`src/rtl/sevr_regs.vh`:
```
`ifndef SEVR_REGS_VH
`define SEVR_REGS_VH
`define SEVR_CMD_READ_STD 4'h0
`define SEVR_CMD_READ_A 4'h1
`define SEVR_CMD_READ_B 4'h2
`define SEVR_CMD_CLEAR 4'h3
`define SEVR_CMD_MASK_STD 4'h4
`define SEVR_CMD_MASK_A 4'h5
`define SEVR_CMD_MASK_B 4'h6
`define SEVR_CMD_IDENT 4'h7
`define SEVR_CMD_IST 4'h8
`define SEVR_CMD_CONFIG 4'h9
`define SEVR_CMD_OPC 4'ha
`define SEVR_CMD_OPC_Q 4'hb
`define SEVR_CMD_PSC_WR 4'hc
`define SEVR_CMD_PSC_Q 4'hd
`define SEVR_CMD_RECALL 4'he
`define SEVR_BIT_OPC 0
`define SEVR_BIT_EXE 4
`define SEVR_BIT_CME 5
`define SEVR_BIT_SEQUENCE_ERROR_BIT 5
`define SEVR_SUM_STD 5
`define SEVR_SUM_A 2
`define SEVR_SUM_B 3
`define SEVR_BIT_MAV 4
`define SEVR_IDENT_LEN 8'd49
`define SEVR_CONFIG_LEN 8'd202
`define SEVR_ASCII_0 8'h30
`define SEVR_ASCII_1 8'h31
`define SEVR_SETUP_LAST 8'h0a
`define SEVR_ERR_EMPTY 8'h18
`define SEVR_ERR_LIMIT 8'h15
`define SEVR_MASK_RESET 8'h00
`define SEVR_ERR_SHOW_MS 500
`define SEVR_CLOCK_KHZ 250000
`endif

```
`src/rtl/sevr_status_event_recall.v`:
```
// Summary of operation
// - A rising monitored condition sets its event latch bit on positive-edge inputs.
// - A falling monitored condition sets its event latch bit on negative-edge inputs.
// - A set latch bit stays set until its own latch is read or the clear-status command is taken.
// - Three separate eight-bit event latches, each with its own query command.
// - Reading a latch returns its content and then clears it.
// - The clear-status command clears all three latches together.
// - A latch query answers with the latch value, 0 to 255.
// - Each latch has its own mask register in matching position.
// - The identification reply is a fixed 49 character string.
// - Status query returns ASCII 0 or 1 and leaves status unchanged.
// - With only the serial interface fitted, status query always answers 1.
// - The configuration reply is a fixed 202 character resendable string.
// - Operation-complete command sets its latch bit after earlier commands finish.
// - Operation-complete query replies 1 and raises message-available after completion.
// - Power-on clear flag 1 clears the masks at shutdown, 0 keeps them.
// - The power-on clear flag survives power-off and clear commands.
// - Slots 1 to 10 restore the full setup; power-on, trigger, display kept.
// - Slots 11 to 255 restore only voltage, current and dwell time.
// - Empty sequence slot is not executed; shows error 24 and sets bit 5.
// - Setpoint over soft limit aborts recall; shows error 21 and sets bit 5.
// - Sequence slots are recallable even with the sequence function uninitialised.
// - In recall trigger mode an external trigger event performs a recall.
// - A group summary is true while any enabled latch bit is true.
// - The three group summaries sit at status bits 2, 3 and 5.
`timescale 1ns/1ps
`include "sevr_regs.vh"
module sevr_status_event_recall #(
  parameter [7:0] STD_RISE = 8'hff,
  parameter [7:0] A_RISE = 8'hff,
  parameter [7:0] B_RISE = 8'hff,
  parameter VW = 16,
  parameter ERR_SHOW_CYCLES = `SEVR_ERR_SHOW_MS * `SEVR_CLOCK_KHZ
) (
  input wire clock,
  input wire rst_n,
  input wire cmd_valid,
  output wire cmd_ready,
  input wire [3:0] cmd_code,
  input wire [7:0] cmd_arg,
  input wire exec_busy,
  output reg resp_valid,
  input wire resp_ready,
  output reg [3:0] resp_kind,
  output reg [7:0] resp_data,
  output reg [7:0] resp_len,
  input wire [7:0] std_cond,
  input wire [7:0] cond_a,
  input wire [7:0] cond_b,
  output reg [7:0] standard_event_latch,
  output reg [7:0] event_latch_a,
  output reg [7:0] event_latch_b,
  output reg [7:0] standard_event_mask,
  output reg [7:0] event_mask_a,
  output reg [7:0] event_mask_b,
  output wire [7:0] status_summary,
  output wire message_available_bit,
  input wire local_status_message,
  input wire serial_only,
  output reg power_on_clear_flag,
  input wire shutdown,
  input wire trigger_mode_recall,
  input wire ext_trigger,
  input wire [7:0] recall_mode_value,
  output reg setup_recall,
  output reg [7:0] setup_slot,
  output reg [7:0] seq_addr,
  input wire seq_empty,
  input wire [VW-1:0] seq_voltage,
  input wire [VW-1:0] seq_current,
  input wire [VW-1:0] seq_dwell,
  input wire [VW-1:0] voltage_soft_limit,
  input wire [VW-1:0] current_soft_limit,
  output reg [VW-1:0] voltage_setpoint,
  output reg [VW-1:0] current_setpoint,
  output reg [VW-1:0] step_dwell_time,
  output reg [7:0] error_display,
  output wire error_shown
);
  localparam [2:0] ST_IDLE = 3'd0;
  localparam [2:0] ST_OPC = 3'd1;
  localparam [2:0] ST_OPC_Q = 3'd2;
  localparam [2:0] ST_FETCH = 3'd3;
  localparam [2:0] ST_CHECK = 3'd4;
  localparam [31:0] ERR_LAST = ERR_SHOW_CYCLES - 1;
  // Set wins over clear so an edge in the read cycle is kept for the next read.
  function [7:0] latch_next;
    input [7:0] cur;
    input clr;
    input [7:0] edges;
    begin
      latch_next = (clr ? 8'h00 : cur) | edges;
    end
  endfunction
  function [7:0] edge_hits;
    input [7:0] now;
    input [7:0] was;
    input [7:0] rise;
    begin
      edge_hits = (rise & now & ~was) | (~rise & ~now & was);
    end
  endfunction
  reg [2:0] state;
  reg [7:0] std_prev;
  reg [7:0] a_prev;
  reg [7:0] b_prev;
  reg trig_prev;
  reg [31:0] err_count;
  reg opc_set;
  reg exe_set;
  reg cme_set;
  reg sequence_error_bit_set;
  reg rd_std;
  reg rd_a;
  reg rd_b;
  reg clr_all;
  reg reply;
  reg [7:0] reply_data;
  reg [7:0] reply_len;
  reg show_err;
  reg [7:0] show_code;
  wire take = cmd_valid && cmd_ready;
  wire trig_event = trigger_mode_recall && ext_trigger && !trig_prev;
  wire [7:0] std_edges = edge_hits(std_cond, std_prev, STD_RISE);
  wire [7:0] a_edges = edge_hits(cond_a, a_prev, A_RISE);
  wire [7:0] b_edges = edge_hits(cond_b, b_prev, B_RISE);
  // A new command waits until the previous reply is taken, so no reply is lost.
  assign cmd_ready = (state == ST_IDLE) && !resp_valid && !trig_event;
  assign message_available_bit = resp_valid;
  assign error_shown = (err_count != 32'd0);
  assign status_summary = {2'b00,
    |(standard_event_latch & standard_event_mask),
    resp_valid,
    |(event_latch_b & event_mask_b),
    |(event_latch_a & event_mask_a),
    2'b00};
  always @* begin
    opc_set = 1'b0;
    exe_set = 1'b0;
    cme_set = 1'b0;
    sequence_error_bit_set = 1'b0;
    rd_std = 1'b0;
    rd_a = 1'b0;
    rd_b = 1'b0;
    clr_all = 1'b0;
    reply = 1'b0;
    reply_data = 8'h00;
    reply_len = 8'd1;
    show_err = 1'b0;
    show_code = 8'h00;
    case (state)
      ST_IDLE: begin
        if (take) begin
          case (cmd_code)
            `SEVR_CMD_READ_STD: begin
              rd_std = 1'b1;
              reply = 1'b1;
              reply_data = standard_event_latch;
            end
            `SEVR_CMD_READ_A: begin
              rd_a = 1'b1;
              reply = 1'b1;
              reply_data = event_latch_a;
            end
            `SEVR_CMD_READ_B: begin
              rd_b = 1'b1;
              reply = 1'b1;
              reply_data = event_latch_b;
            end
            `SEVR_CMD_CLEAR: clr_all = 1'b1;
            `SEVR_CMD_IDENT: begin
              reply = 1'b1;
              reply_len = `SEVR_IDENT_LEN;
            end
            `SEVR_CMD_CONFIG: begin
              reply = 1'b1;
              reply_len = `SEVR_CONFIG_LEN;
            end
            `SEVR_CMD_IST: begin
              reply = 1'b1;
              reply_data = (serial_only || local_status_message) ?
                `SEVR_ASCII_1 : `SEVR_ASCII_0;
            end
            `SEVR_CMD_PSC_Q: begin
              reply = 1'b1;
              reply_data = power_on_clear_flag ? `SEVR_ASCII_1 : `SEVR_ASCII_0;
            end
            `SEVR_CMD_RECALL: begin
              if (cmd_arg == 8'h00) begin
                exe_set = 1'b1;
              end
            end
            `SEVR_CMD_MASK_STD, `SEVR_CMD_MASK_A, `SEVR_CMD_MASK_B,
            `SEVR_CMD_OPC, `SEVR_CMD_OPC_Q, `SEVR_CMD_PSC_WR: reply = 1'b0;
            default: begin
              cme_set = 1'b1;
            end
          endcase
        end
      end
      ST_OPC: opc_set = !exec_busy;
      ST_OPC_Q: begin
        if (!exec_busy) begin
          reply = 1'b1;
          reply_data = `SEVR_ASCII_1;
        end
      end
      ST_CHECK: begin
        if (seq_empty) begin
          sequence_error_bit_set = 1'b1;
          show_err = 1'b1;
          show_code = `SEVR_ERR_EMPTY;
        end else if (seq_voltage > voltage_soft_limit ||
                     seq_current > current_soft_limit) begin
          sequence_error_bit_set = 1'b1;
          show_err = 1'b1;
          show_code = `SEVR_ERR_LIMIT;
        end
      end
      default: reply = 1'b0;
    endcase
  end
  always @(posedge clock or negedge rst_n) begin
    if (!rst_n) begin
      state <= ST_IDLE;
      std_prev <= 8'h00;
      a_prev <= 8'h00;
      b_prev <= 8'h00;
      trig_prev <= 1'b0;
      standard_event_latch <= 8'h00;
      event_latch_a <= 8'h00;
      event_latch_b <= 8'h00;
      standard_event_mask <= `SEVR_MASK_RESET;
      event_mask_a <= `SEVR_MASK_RESET;
      event_mask_b <= `SEVR_MASK_RESET;
      power_on_clear_flag <= 1'b0;
      resp_valid <= 1'b0;
      resp_kind <= 4'h0;
      resp_data <= 8'h00;
      resp_len <= 8'h00;
      setup_recall <= 1'b0;
      setup_slot <= 8'h00;
      seq_addr <= 8'h00;
      voltage_setpoint <= {VW{1'b0}};
      current_setpoint <= {VW{1'b0}};
      step_dwell_time <= {VW{1'b0}};
      error_display <= 8'h00;
      err_count <= 32'd0;
    end else begin
      std_prev <= std_cond;
      a_prev <= cond_a;
      b_prev <= cond_b;
      trig_prev <= ext_trigger;
      setup_recall <= 1'b0;
      // Latches hold until read or cleared; edges always add in.
      standard_event_latch <= latch_next(standard_event_latch, rd_std | clr_all,
        std_edges | {2'b00, cme_set, exe_set, 3'b000, opc_set});
      event_latch_a <= latch_next(event_latch_a, rd_a | clr_all, a_edges);
      event_latch_b <= latch_next(event_latch_b, rd_b | clr_all,
        b_edges | {2'b00, sequence_error_bit_set, 5'b00000});
      if (resp_valid && resp_ready) begin
        resp_valid <= 1'b0;
      end
      if (reply) begin
        resp_valid <= 1'b1;
        resp_kind <= (state == ST_OPC_Q) ? `SEVR_CMD_OPC_Q : cmd_code;
        resp_data <= reply_data;
        resp_len <= reply_len;
      end
      // Masks survive the clear command; only shutdown with the flag set clears them.
      if (shutdown && power_on_clear_flag) begin
        standard_event_mask <= 8'h00;
        event_mask_a <= 8'h00;
        event_mask_b <= 8'h00;
      end else if (take && cmd_code == `SEVR_CMD_MASK_STD) begin
        standard_event_mask <= cmd_arg;
      end else if (take && cmd_code == `SEVR_CMD_MASK_A) begin
        event_mask_a <= cmd_arg;
      end else if (take && cmd_code == `SEVR_CMD_MASK_B) begin
        event_mask_b <= cmd_arg;
      end
      if (take && cmd_code == `SEVR_CMD_PSC_WR) begin
        power_on_clear_flag <= cmd_arg[0];
      end
      if (show_err) begin
        error_display <= show_code;
        err_count <= ERR_LAST;
      end else if (err_count != 32'd0) begin
        err_count <= err_count - 32'd1;
      end else begin
        error_display <= 8'h00;
      end
      case (state)
        ST_IDLE: begin
          if (take && cmd_code == `SEVR_CMD_OPC) begin
            state <= ST_OPC;
          end else if (take && cmd_code == `SEVR_CMD_OPC_Q) begin
            state <= ST_OPC_Q;
          end else if (take && cmd_code == `SEVR_CMD_RECALL && cmd_arg != 8'h00) begin
            seq_addr <= cmd_arg;
            state <= ST_FETCH;
          end else if (trig_event && recall_mode_value != 8'h00) begin
            seq_addr <= recall_mode_value;
            state <= ST_FETCH;
          end
        end
        ST_OPC, ST_OPC_Q: begin
          if (!exec_busy) begin
            state <= ST_IDLE;
          end
        end
        ST_FETCH: begin
          if (seq_addr <= `SEVR_SETUP_LAST) begin
            setup_recall <= 1'b1;
            setup_slot <= seq_addr;
            state <= ST_IDLE;
          end else begin
            state <= ST_CHECK;
          end
        end
        ST_CHECK: begin
          if (!sequence_error_bit_set) begin
            voltage_setpoint <= seq_voltage;
            current_setpoint <= seq_current;
            step_dwell_time <= seq_dwell;
          end
          state <= ST_IDLE;
        end
        default: state <= ST_IDLE;
      endcase
    end
  end
endmodule // sevr_status_event_recall

```
`config.mk`:
```
export PLATFORM = sky130hd
export DESIGN_NAME = sevr_status_event_recall
export DESIGN_NICKNAME = d
export VERILOG_FILES = /design/src/rtl/sevr_status_event_recall.v
export VERILOG_INCLUDE_DIRS = /design/src /design/src/rtl
export SDC_FILE = /design/constraint.sdc
export NUM_CORES = 1
export LEC_CHECK = 0
export BUFFER_PORTS_ARGS = -buffer_cell sky130_fd_sc_hd__buf_4
export CAP_MARGIN = 10
export CORE_ASPECT_RATIO = 0.7
export CORE_UTILIZATION = 51
export DETAILED_ROUTE_END_ITERATION = 7
export PLACE_DENSITY = 0.8
export SLEW_MARGIN = 10
export SYNTH_ARGS = -nofsm -noshare
export SYNTH_HDL_FRONTEND = slang
export SYNTH_SLANG_ARGS = --single-unit
```
`constraint.sdc`:
```
create_clock -name clock -period 7.6 [get_ports clock]
set_clock_uncertainty 0.2 [all_clocks]
set_input_delay 1.14 -clock clock [delete_from_list [all_inputs] [get_ports clock]]
set_output_delay 1.14 -clock clock [all_outputs]
set_load 0.02 [all_outputs]
```
==> results.py <==
metrics = {
    "outcome": {
        "outcome": "finished clean",
    },
    "detailed_routing": {
        "detail_route.iter0.violations": 571,
        "via_count": 7284,
        "firstDrtPassIters": 5,
        "antenna_left": 0,
        "wire_per_inst_um": 18.1,
        "totalWireLength_um": 24300,
        "drcViolationCount": 0,
        "via_per_inst": 5.42,
    },
    "clock_tree": {
        "clockBufferDepth": 2,
        "cts_tree": "built",
        "clkTransAtPathRegs_ps": 70,
        "htreeDepth": 4,
        "post_cts_buffers": 0,
        "holdBufCountCts": 0,
        "clock-sinks": 193,
        "clk_latency_ps": 440,
        "cts_buffers": 17,
        "cts_root_buffer": "clkbuf_16",
        "cts_resized": 0,
    },
    "hold_path": {
        "hold_path.class": "flop to flop",
        "hp-start": "std_prev[3]",
        "min_to": "standard_event_latch[3]",
        "min_path_cells": 1,
    },
    "grt": {
        "grt_pass1_vias": 7015,
        "antenna_found_initial": 0,
        "grt_max_degree": 123,
        "gr-total-overflow": 0,
        "grt_pass1_wl_um": 37800,
        "grtUsageTotal_pct": 26.7,
    },
    "cells_and_area": {
        "fin_nets": 1267,
        "n_fill_cell": 1346,
        "drive_gt1_share_pct": 36.0,
        "area_delta_synth_final_pct": 31.0,
        "layoutNonFillerInstCount": 1343,
        "utilization_pct": 69.0,
        "diodes": 0,
    },
    "logic_synthesis": {
        "synth.largest_area_cell": "dfrtp_1",
        "seq_area_frac_synth_pct": 52.9,
        "avgSynthCellArea_sq_um": 11.1,
        "ys_seq_elements": 193,
        "synth_cell_type_count": 63,
        "netlist_instances": 825,
        "yosysWarningCount": 0,
        "yosysTopAreaCellShare_pct": 52.9,
        "synthTopCellsByArea": "dfrtp_1, mux2_2, ha_1",
        "synth_edf_count": 0,
        "synthesis.area_sq_um": 9130,
        "async_reset_ff_share_pct": 100,
        "synth_flop_cell": "dfrtp_1",
    },
    "worst_setup_path": {
        "crit_buf_inv": 2,
        "critPathKind": "flop to output pin",
        "path_cells": "nor4_2 > nand4_1 > nor4_2 > inv_2 > buf_4",
        "r2r_start": "state[0]",
        "crit_top_cell": "nor4_2",
        "end_kind": "output pin",
        "crit_slowest_cell": "nor4_2",
        "r2r_slack_ps": 4490,
        "r2r_end": "standard_event_latch[4]",
        "ff2ff_path_depth": 5,
        "cp_top_family": "simple AND/OR/NAND/NOR gates",
        "worstPathRequired_ps": 6260,
        "arrival_ps": 2980,
        "start_kind": "flop",
        "slowest_delay_ps": 750,
        "path_max_fanout": 15,
    },
    "floorplan": {
        "die_area_sq_um": 18400,
        "ioPinCount": 289,
        "die_w_um": 162,
        "core_sq_um": 17300,
        "start_util_pct": 52.7,
        "die_h_um": 114,
        "rows": 40,
    },
    "place": {
        "dpl.hpwl_um": 18400,
        "dp.cells": 1311,
        "place_congestion": 0.891,
        "port_buffers": 279,
    },
    "timing": {
        "min_period_ps": 4320,
        "fin_setup_tns_ps": 0,
        "slew_viol_final": 0,
        "final-setup-viol-count": 0,
        "slew_headroom_pct": 23.6,
        "hold_ws_ps": 214,
        "hold_viol": 0,
        "fin_crit_sh_pct": 56.8,
        "rsz0062_at_grt": "false",
        "worst_pin_slew_ps": 1140,
        "clock.fmax_mhz": 231,
    },
    "power_and_ir_drop": {
        "p_leak_uw": 0.00596,
        "power_density_nw_per_um2": 324,
        "power_uw": 3870,
        "ir_worst_vdd_mv": 0.291,
    },
    "flow_run": {
        "maxCapViolations": 0,
    },
}
-- kinds of logic after synthesis --
logic type / synth area share [%]
AO/OA/AOI/OAI: 8.42
XOR/XNOR: 2.49
adder cells (fa/ha/maj): 4.63
buffers and inverters: 4.96
flip-flops: 52.9
multiplexers: 11.9
other: 0.0411
AND/OR/NAND/NOR: 14.7
-- layout by cell type, fill, tap and decap left out, types with 4 or more instances in the layout --
cell type	count
mux2_2	68
conb_1	9
a22oi_1	14
ha_1	33
xnor2_1	15
nand3b_1	4
nor2_1	51
a21o_1	4
inv_1	61
nand3_1	20
nor2b_1	9
nand4_1	14
inv_6	7
mux2i_1	29
a31oi_1	6
nand4b_1	7
a22o_1	5
inv_8	4
buf_4	284
nand2b_1	6
nor4_1	7
a211oi_1	4
and2_1	16
or3_1	6
nor4b_1	5
nand2_1	71
o21ai_0	39
a21oi_1	27
clkbuf_16	17
dfrtp_1	193
nor3_1	14
xor2_1	11
-- metal layers --
metal	vias up	part of all wire (%)	track usage, %
li1	3425	-	-
met1	3541	45	37.1
met2	291	46	42.0
met3	27	7.4	6.18
met4	0	1.3	7.74
met5	-	0	0
-- sequential cells by signal, summed over array words and instances, names as in the netlist, 3 cells and up --
| register | flops |
|---|---|
| event_mask_b | 8 |
| event_mask_a | 8 |
| event_latch_b | 8 |
| standard_event_mask | 8 |
| event_latch_a | 8 |
| b_prev | 8 |
| step_dwell_time | 16 |
| resp_len | 3 |
| setup_slot | 8 |
| resp_kind | 4 |
| voltage_setpoint | 16 |
| state | 3 |
| std_prev | 8 |
| err_count | 32 |
| resp_data | 8 |
| a_prev | 8 |
| seq_addr | 8 |
| standard_event_latch | 8 |
| current_setpoint | 16 |
| error_display | 3 |
-- area by class of cell --
cell class	instances	area (sq um)	area share, %
clock inverters	14	140	1.17
flip-flops and latches	193	4830	40.4
inverters	62	233	1.95
multi-input cells	540	3890	32.5
repair buffers	285	2150	17.9
well taps	231	289	2.42
clock buffers	18	429	3.59
-- worst max path at each step --
stage / depth (start not counted) / start / to
6_report: 5 / err_count[5] / error_shown
5_1_grt: 5 / err_count[5] / error_shown
4_1_cts: 5 / err_count[5] / error_shown
3_5_place_dp: 9 / seq_voltage[14] / voltage_setpoint[13]
3_3_place_gp: 9 / seq_voltage[14] / voltage_setpoint[14]
2_1_floorplan: 10 / voltage_soft_limit[14] / current_setpoint[10]
-- per-stage QoR --
step	cell area, sq um	setup WS, ps
2_1_floorplan	9160	3810
3_3_place_gp	11400	3640
3_5_place_dp	11400	3580
4_1_cts	12000	3290
5_1_grt	12000	3040
6_report	12000	3280
-- synth_stat cells, drive strengths merged, types with 15 or more instances --
master and instances:
mux2i 29, a21oi 27, nor3 15, nand3 21, nand2 71, nor2 54, and2 16, o21ai 39
dfrtp 193, xnor2 15, ha 33, mux2 70, inv 62, buf 26
-- report_power, final --
group	leakage, uW	internal [uW]	switching (uW)	total, uW
logic	0.00333	676	785	1460
clock network	0.000282	439	440	879
registers	0.00235	1300	227	1530
total	0.00596	2420	1450	3870
No activity file was read; power rests on OpenSTA's default activity.
